===== src/pkg/ee_access_pkg.sv =====
// Constants and carrier types for the memory access register block
package ee_access_pkg;
   localparam logic [2:0] SEL_ADDR_LOW   = 3'h0;
   localparam logic [2:0] SEL_ADDR_HIGH  = 3'h1;
   localparam logic [2:0] SEL_DATA_LOW   = 3'h2;
   localparam logic [2:0] SEL_DATA_HIGH  = 3'h3;
   localparam logic [2:0] SEL_CONTROL    = 3'h4;
   localparam int         CTL_SPACE_BIT  = 7;
   localparam int         CTL_ABORT_BIT  = 3;
   localparam int         CTL_ALLOW_BIT  = 2;
   localparam int         CTL_WR_BIT     = 1;
   localparam int         CTL_RD_BIT     = 0;
   localparam logic [7:0] ADDR_HIGH_MASK = 8'h0f;
   localparam logic [7:0] DATA_HIGH_MASK = 8'h3f;
   localparam logic [7:0] REG_RESET      = 8'h00;
   localparam logic [7:0] UNMAPPED_READ  = 8'h00;
   localparam logic       PIN_IDLE       = 1'h1;

   typedef struct packed {
      logic       wr;
      logic [2:0] sel;
      logic [7:0] wdata;
   } sfr_req_t;

   typedef struct packed {
      logic        rd;
      logic        wr;
      logic        space;
      logic [11:0] addr;
      logic [7:0]  wdata;
   } mem_req_t;
endpackage


===== src/ee_memory_access_regs.sv =====
// Special function registers that steer data and program memory access
`timescale 1ns/1ns
module ee_memory_access_regs (
   input  wire logic                      core_clk,
   input  wire logic                      sys_rst,
   input  wire ee_access_pkg::sfr_req_t   sfr_req,
   output logic [7:0]                     sfr_rdata,
   output ee_access_pkg::mem_req_t        mem_req,
   input  wire logic [13:0]               mem_rd_data,
   input  wire logic                      mem_wr_done,
   input  wire logic                      master_clear_input_n,
   input  wire logic                      watchdog_timeout
);
   logic [7:0] addr_low_reg,  addr_low_next;
   logic [3:0] addr_high_reg, addr_high_next;
   logic [7:0] data_low_reg,  data_low_next;
   logic [5:0] data_high_reg, data_high_next;
   logic       space_reg,     space_next;
   logic       abort_reg,     abort_next;
   logic       allow_reg,     allow_next;
   logic       wr_reg,        wr_next;
   logic       rd_reg,        rd_next;
   logic [7:0] rdata_reg,     rdata_next;
   logic       clear_level;
   logic       hold;
   logic       ctl_wr;

   pin_sync3 #(
      .IDLE      (ee_access_pkg::PIN_IDLE)
   ) pin_sync3_i (
      .core_clk  (core_clk),
      .sys_rst   (sys_rst),
      .pin_in    (master_clear_input_n),
      .level_out (clear_level)
   );

   assign hold   = !clear_level || watchdog_timeout;
   assign ctl_wr = sfr_req.wr && sfr_req.sel == ee_access_pkg::SEL_CONTROL;

   always_comb begin
      addr_low_next  = addr_low_reg;
      addr_high_next = addr_high_reg;
      data_low_next  = data_low_reg;
      data_high_next = data_high_reg;
      space_next     = space_reg;
      abort_next     = abort_reg;
      allow_next     = allow_reg;
      wr_next        = wr_reg;
      rd_next        = rd_reg;
      if (sfr_req.wr) begin
         case (sfr_req.sel)
            ee_access_pkg::SEL_ADDR_LOW: begin
               addr_low_next = sfr_req.wdata;
            end
            ee_access_pkg::SEL_ADDR_HIGH: begin
               addr_high_next = sfr_req.wdata[3:0];
            end
            ee_access_pkg::SEL_DATA_LOW: begin
               data_low_next = sfr_req.wdata;
            end
            ee_access_pkg::SEL_DATA_HIGH: begin
               data_high_next = sfr_req.wdata[5:0];
            end
            ee_access_pkg::SEL_CONTROL: begin
               space_next = sfr_req.wdata[ee_access_pkg::CTL_SPACE_BIT];
               abort_next = sfr_req.wdata[ee_access_pkg::CTL_ABORT_BIT];
               allow_next = sfr_req.wdata[ee_access_pkg::CTL_ALLOW_BIT];
            end
            default: begin
            end
         endcase
      end
      if (rd_reg) begin
         rd_next = 1'b0;
      end
      if (wr_reg && mem_wr_done) begin
         wr_next = 1'b0;
      end
      if (ctl_wr && sfr_req.wdata[ee_access_pkg::CTL_RD_BIT]) begin
         rd_next = 1'b1;
      end
      // Writes ignored in program space or without permission
      if (ctl_wr && sfr_req.wdata[ee_access_pkg::CTL_WR_BIT] &&
          allow_reg && !space_reg) begin
         wr_next = 1'b1;
      end
      // capture fetched word into data registers
      if (rd_reg) begin
         data_low_next = mem_rd_data[7:0];
         if (space_reg) begin
            data_high_next = mem_rd_data[13:8];
         end
      end
      // abort flag set wins over software clear
      if (hold) begin
         rd_next    = 1'b0;
         wr_next    = 1'b0;
         allow_next = 1'b0;
         space_next = 1'b0;
         if (wr_reg) begin
            abort_next = 1'b1;
         end
      end
   end

   always_comb begin
      case (sfr_req.sel)
         ee_access_pkg::SEL_ADDR_LOW:  rdata_next = addr_low_reg;
         ee_access_pkg::SEL_ADDR_HIGH: rdata_next = {4'h0, addr_high_reg};
         ee_access_pkg::SEL_DATA_LOW:  rdata_next = data_low_reg;
         ee_access_pkg::SEL_DATA_HIGH: rdata_next = {2'h0, data_high_reg};
         ee_access_pkg::SEL_CONTROL: begin
            rdata_next = {space_reg, 3'h0, abort_reg, allow_reg,
                          wr_reg, rd_reg};
         end
         default: rdata_next = ee_access_pkg::UNMAPPED_READ;
      endcase
   end

   always_ff @(posedge core_clk or posedge sys_rst) begin
      if (sys_rst) begin
         addr_low_reg  <= ee_access_pkg::REG_RESET;
         addr_high_reg <= ee_access_pkg::REG_RESET[3:0];
         data_low_reg  <= ee_access_pkg::REG_RESET;
         data_high_reg <= ee_access_pkg::REG_RESET[5:0];
         space_reg     <= 1'b0;
         abort_reg     <= 1'b0;
         allow_reg     <= 1'b0;
         wr_reg        <= 1'b0;
         rd_reg        <= 1'b0;
         rdata_reg     <= ee_access_pkg::REG_RESET;
      end else begin
         addr_low_reg  <= addr_low_next;
         addr_high_reg <= addr_high_next;
         data_low_reg  <= data_low_next;
         data_high_reg <= data_high_next;
         space_reg     <= space_next;
         abort_reg     <= abort_next;
         allow_reg     <= allow_next;
         wr_reg        <= wr_next;
         rd_reg        <= rd_next;
         rdata_reg     <= rdata_next;
      end
   end

   assign sfr_rdata = rdata_reg;

   // program space address joins high and low; data space address is the low byte with high bits zero
   always_comb begin
      mem_req.rd    = rd_reg;
      mem_req.wr    = wr_reg;
      mem_req.space = space_reg;
      mem_req.addr  = {space_reg ? addr_high_reg : 4'h0, addr_low_reg};
      mem_req.wdata = data_low_reg;
   end
endmodule


===== src/pin_sync3.sv =====
// Three-stage pin synchroniser that accepts a change once the last two stages agree
`timescale 1ns/1ns
module pin_sync3 #(
   parameter logic IDLE = 1'h1
) (
   input  wire logic core_clk,
   input  wire logic sys_rst,
   input  wire logic pin_in,
   output logic      level_out
);
   logic [2:0] stage_reg;
   logic [2:0] stage_next;
   logic       level_reg;
   logic       level_next;

   always_comb begin
      stage_next = {stage_reg[1:0], pin_in};
      level_next = level_reg;
      // First stage feeds only the second
      if (stage_reg[1] == stage_reg[2]) begin
         level_next = stage_reg[2];
      end
   end

   always_ff @(posedge core_clk or posedge sys_rst) begin
      if (sys_rst) begin
         stage_reg <= {3{IDLE}};
         level_reg <= IDLE;
      end else begin
         stage_reg <= stage_next;
         level_reg <= level_next;
      end
   end

   assign level_out = level_reg;
endmodule


===== config.mk =====
export PLATFORM = sky130hd
export DESIGN_NAME = ee_memory_access_regs
export DESIGN_NICKNAME = d
export VERILOG_FILES = /design/src/pkg/ee_access_pkg.sv /design/src/ee_memory_access_regs.sv /design/src/pin_sync3.sv
export SDC_FILE = /design/constraint.sdc
export NUM_CORES = 1
export LEC_CHECK = 0
export ABC_AREA = 0
export BUFFER_PORTS_ARGS = -buffer_cell sky130_fd_sc_hd__buf_2
export CORE_MARGIN = 8
export CORE_UTILIZATION = 45
export DETAILED_ROUTE_END_ITERATION = 8
export GPL_TIMING_DRIVEN = 1
export PLACE_DENSITY = 0.82
export RECOVER_POWER = 100
export SYNTH_ARGS = -nofsm -noshare
export SYNTH_HDL_FRONTEND = slang
export SYNTH_SLANG_ARGS = --single-unit
export TNS_END_PERCENT = 50

===== constraint.sdc =====
create_clock -name core_clk -period 1.09 [get_ports core_clk]
set_input_delay 0.1635 -clock core_clk [delete_from_list [all_inputs] [get_ports core_clk]]
set_output_delay 0.1635 -clock core_clk [all_outputs]
set_load 0.01 [all_outputs]

After elaboration in Yosys (flattened, before gate mapping)
Index checks and enable logic that the tools add are counted.
Widths: inputs -> output; s select.
{"block": "word_totals", "inputBits": 31, "elab_cells": 60, "regBits": 43, "out_inout_bits": 31}
{"block": "op_classes", "muxes": 24, "n_eq_ne": 5, "reduce_logical": 19}
{"op": "$pmux 8 s5", "n": 1}
{"op": "$mux 6", "n": 4}
{"op": "$mux 8", "n": 3}
{"op": "$mux 1", "n": 15}
{"op": "$reduce_and 2->1", "n": 4}
{"op": "$reduce_bool 2->1", "n": 4}
{"op": "$eq 3x2->1 const B", "n": 2}
{"op": "$logic_and 1x1->1", "n": 6}
{"op": "$mux 4", "n": 1}
{"op": "$eq 3x1->1 const B", "n": 1}
{"op": "$eq 3x3->1 const B", "n": 1}
{"op": "$logic_not 3->1", "n": 1}
{"op": "$reduce_bool 3->1", "n": 1}
{"op": "$logic_not 1->1", "n": 2}
{"op": "$eq 1x1->1", "n": 1}
{"op": "$logic_or 1x1->1", "n": 1}

Depth between registers and ports, before layout
{"block": "depth", "ltp_word": 7, "depth_mapped": 5, "ltp_nobuf": 3}

By module
From an unflattened synthesis, not the netlist that was laid out.
{"block": "hier_totals", "hier_cells": 170, "hier_area_um2": 2008.2}
{"module": "ee_memory_access_regs", "area_per_inst_um2": 1888.1, "seq_area_each_um2": 975.9, "cells_each": 164, "instances": 1}
{"module": "pin_sync3", "area_per_inst_um2": 120.1, "seq_area_each_um2": 105.1, "cells_each": 6, "instances": 1}

Worst setup path after synthesis
No wires, ideal clock.
{"block": "synth_timing", "path_type": "input-to-reg", "startpoint": "input sfr_req[8] (netlist bit)", "endpoint": "register addr_low_reg[0]", "n_path_buf": 1, "t_required_ns": 0.965, "path_stages": 3, "arrival_time_ns": 1.108, "path_slack_ns": -0.143, "setup_time_ns": 0.125, "cell_sequence": "buf_6 > nor4b_4 > mux2_2"}
{"block": "synth_between", "elab_chain_len": 2}
{"item": "start, declared", "line_no": "ee_memory_access_regs.sv:6", "rtl": "input wire ee_access_pkg::sfr_req_t sfr_req,"}
{"item": "$logic_not 3->1", "line_no": "ee_memory_access_regs.sv:51", "rtl": "case (sfr_req.sel)"}
{"item": "$reduce_and 2->1 (no source line)"}
{"item": "end signal, assigned", "line_no": "ee_memory_access_regs.sv:122", "rtl": "addr_low_reg <= ee_access_pkg::REG_RESET;"}
{"item": "end signal, assigned", "line_no": "ee_memory_access_regs.sv:133", "rtl": "addr_low_reg <= addr_low_next;"}
{"item": "end, declared", "line_no": "ee_memory_access_regs.sv:14", "rtl": "logic [7:0] addr_low_reg, addr_low_next;"}
Every way passes these cells.
A chain may end at the register's enable or synchronous reset.

==> flow_metrics.tcl <==
set metrics [dict create \
    crit_path_max_fanout 7 \
    grt_pass1_vias 1726 \
    routed_wl_mm 5.41 \
    dieWidth_um 83.0 \
    timing.max_slew.rel_slack_pct 70.7 \
    synth_warnings 0 \
    track_usage_pct 15.5 \
    post-route-period-util_pct 111 \
    placed_cells 291 \
    dr_total_vias 1610 \
    ant_nets 0 \
    setup_viol 6 \
    syn_area_um2 2020 \
    synth_edf_count 0 \
    avgViaCountPerCell 5.35 \
    ys.flop_type "dfrtp_1" \
    combPwrFrac_pct 21.4 \
    gp_congestion 0.801 \
    rows 24 \
    clock_latency_ps 300 \
    antenna_found_initial 0 \
    worstSetupPathType "flip-flop to output port" \
    grt_overflow 0 \
    crit_path_end_kind "output port" \
    cts_tree "done" \
    clock_sinks 43 \
    n_antenna_cell 0 \
    postSynthRegisterBits 43 \
    drv_slew 0 \
    nNetsFinal 280 \
    ios 62 \
    start_util_pct 46.4 \
    power.leakage_uw 0.00122 \
    rsz0062_at_grt "yes" \
    layout-drive-gt1-share_pct 41.0 \
    grt_pass1_wl_mm 8.67 \
    grt_max_degree 22 \
    p_int_uw 2990 \
    critPathLaunchType "flip-flop" \
    p_switching_uw 1180 \
    dp_hpwl_mm 4.11 \
    synth.net_count 201 \
    syn2layout_area_growth_pct 29.4 \
    hold_violations 0 \
    pwr-share-clk_pct 28.9 \
    ys_seq_area_share_pct 53.5 \
    timing.final.ws_setup_ps -117 \
    synthArstFlopShare_pct 100 \
    stdcell_area_um2 2610 \
    violations "negative setup slack" \
    htreeDepth 2 \
    postSynthCellCount 170 \
    fin_cells 301 \
    core-area_um2 4350 \
    fin_crit_ps 1210 \
    cellPowerDensity_nw_per_um2 1600 \
    avgSynthCellArea_um2 11.9 \
    clock.fmax_mhz 829 \
    critPathRequiredTime_ps 930 \
    arrival_ps 1040 \
    status "finished with violations" \
    cts_inserted_buffers 5 \
    max_cap_viol_count 0 \
    ys_types 33 \
    die_h_um 83.0 \
    port_buffers 61 \
    peakVddDrop_v 0.000780 \
    setup_tns_ps -493 \
    cts_root_buffer "clkbuf_8" \
    cts.clk_slew.worst_paths_ps 80 \
    swShare_pct 28.3 \
    place_area_um2 2500 \
    die_area_um2 6890 \
    route.detailed.drc 0 \
    clock_path_buffers 2 \
    wl_per_cell_um 18.0 \
    tightest_slew_ps 438 \
    p_seq_share_pct 49.7 \
    drt_iter0_drc 205 \
    dr.pass1.iters 4 \
    clock_skew_ps 6.09 \
    hp-class "input pin to flip-flop" \
]
placed cells by master, fill, tap and decap left out, types with 2 or more instances in the layout:
cell | Yosys | routed
dfstp_1 | 0 | 2
buf_2 | 4 | 29
nand2_1 | 10 | 9
o21ai_0 | 8 | 8
dfstp_2 | 4 | 2
mux2_2 | 17 | 17
buf_6 | 1 | 5
clkbuf_2 | 1 | 16
nor2_1 | 11 | 11
dfrtp_1 | 39 | 38
clkbuf_1 | 3 | 19
nor2b_1 | 4 | 4
and2_4 | 0 | 4
nor3b_1 | 2 | 2
clkbuf_8 | 0 | 5
dlygate4sd3_1 | 0 | 2
and4bb_1 | 1 | 2
a21oi_1 | 11 | 11
buf_4 | 5 | 14
nand2b_1 | 2 | 2
mux2i_1 | 19 | 19
a22oi_1 | 6 | 6
o22ai_1 | 4 | 4
power by group through the flow:
stage / logic (uW) / clock network, uW / registers, uW
2_1_floorplan: 442 / 0 / 2130
3_3_place_gp: 891 / 0 / 2080
3_5_place_dp: 931 / 0 / 2090
4_1_cts: 940 / 1210 / 2060
5_1_grt: 975 / 1290 / 2110
6_report: 892 / 1210 / 2070
layout make-up:
type / instances / area [um^2]
fill: 381 / 1740
timing repair buffer: 86 / 502
clock inverter: 1 / 30.0
clock buffer: 6 / 72.6
multi-input combinational: 112 / 855
inverter: 1 / 7.51
tap: 52 / 65.1
sequential: 43 / 1080
metrics by stage:
| stage | setup slack (ps) | util, % | total power (uW) | hold WS, ps |
|---|---|---|---|---|
| CTS | -109 | 61.0 | 4210 | 64.5 |
| finish | -117 | 60.0 | 4170 | 65.9 |
| floorplan | -143 | - | 2570 | 160 |
| global placement | -160 | 57.4 | 2970 | 194 |
| detailed placement | -237 | 57.4 | 3020 | 202 |
| global route | -145 | 60.0 | 4380 | 59.9 |
synthesized netlist by cell type, types with 2 or more instances:
library cell,number,area share (%)
mux2i_1,19,9.4
a21oi_1,11,2.7
o22ai_1,4,1.2
dfstp_2,4,5.2
dfrtp_1,39,48
clkbuf_1,3,0.56
nor2_1,11,2.0
o21ai_0,8,2.0
buf_4,5,1.9
nor3b_1,2,0.74
and2_1,4,1.2
nand2_1,10,1.9
nand2b_1,2,0.62
nor2b_1,4,1.2
and4bb_2,2,1.2
mux2_2,17,9.5
a22oi_1,6,2.2
buf_2,4,0.99
routing by layer:
| layer | track usage [%] | vias up | share of wire (%) |
|---|---|---|---|
| li1 | - | 759 | - |
| met1 | 17.5 | 782 | 41 |
| met2 | 25.7 | 57 | 50 |
| met3 | 4.98 | 12 | 6.2 |
| met4 | 7.35 | 0 | 2.5 |
| met5 | 0 | - | 0 |
worst paths after layout:
path	start	to	slack, ps	cells after the start
worst min-delay path	mem_rd_data[6]	data_low_reg[6]$_DFFE_PP0P_	70	3
worst max register to register	space_reg$_DFFE_PP0P_	sfr_rdata[7]$_DFF_PP0_	-40	4
max in group asynchronous	sys_rst	data_low_reg[7]$_DFFE_PP0P_	170	4
worst min register to register	pin_sync3_i.stage_reg[0]$_DFF_PP1_	pin_sync3_i.stage_reg[1]$_DFF_PP1_	370	0
worst max-delay path	space_reg$_DFFE_PP0P_	mem_req[19]	-120	2
min in group asynchronous	sys_rst	addr_low_reg[6]$_DFFE_PP0P_	410	3
logic make-up (layout without fill, tap and decap cells):
logic type,Yosys count,in the layout,synth area share (%)
muxes,36,36,18.9
buffers and inverters,15,94,4.40
AOI/OAI and AO/OA,31,31,9.04
DFF,43,43,53.5
and+or+nand+nor,44,44,13.7
adders and majority gates,1,1,0.495
what timing repair did:
action                                  4_1_cts  5_1_grt
pin swaps                                     2        0
hold endpoints to repair                     14        0
endpoints found under the setup margin        5       14
hold buffers                                  2        0
gates resized for setup                       7        5
setup buffers                                 1        0
worst max-delay path: stages (launching register included):
cell and delay, ps:
dfrtp_2 470, and2_4 160, buf_6 110
(Power assumes the default switching activity.)
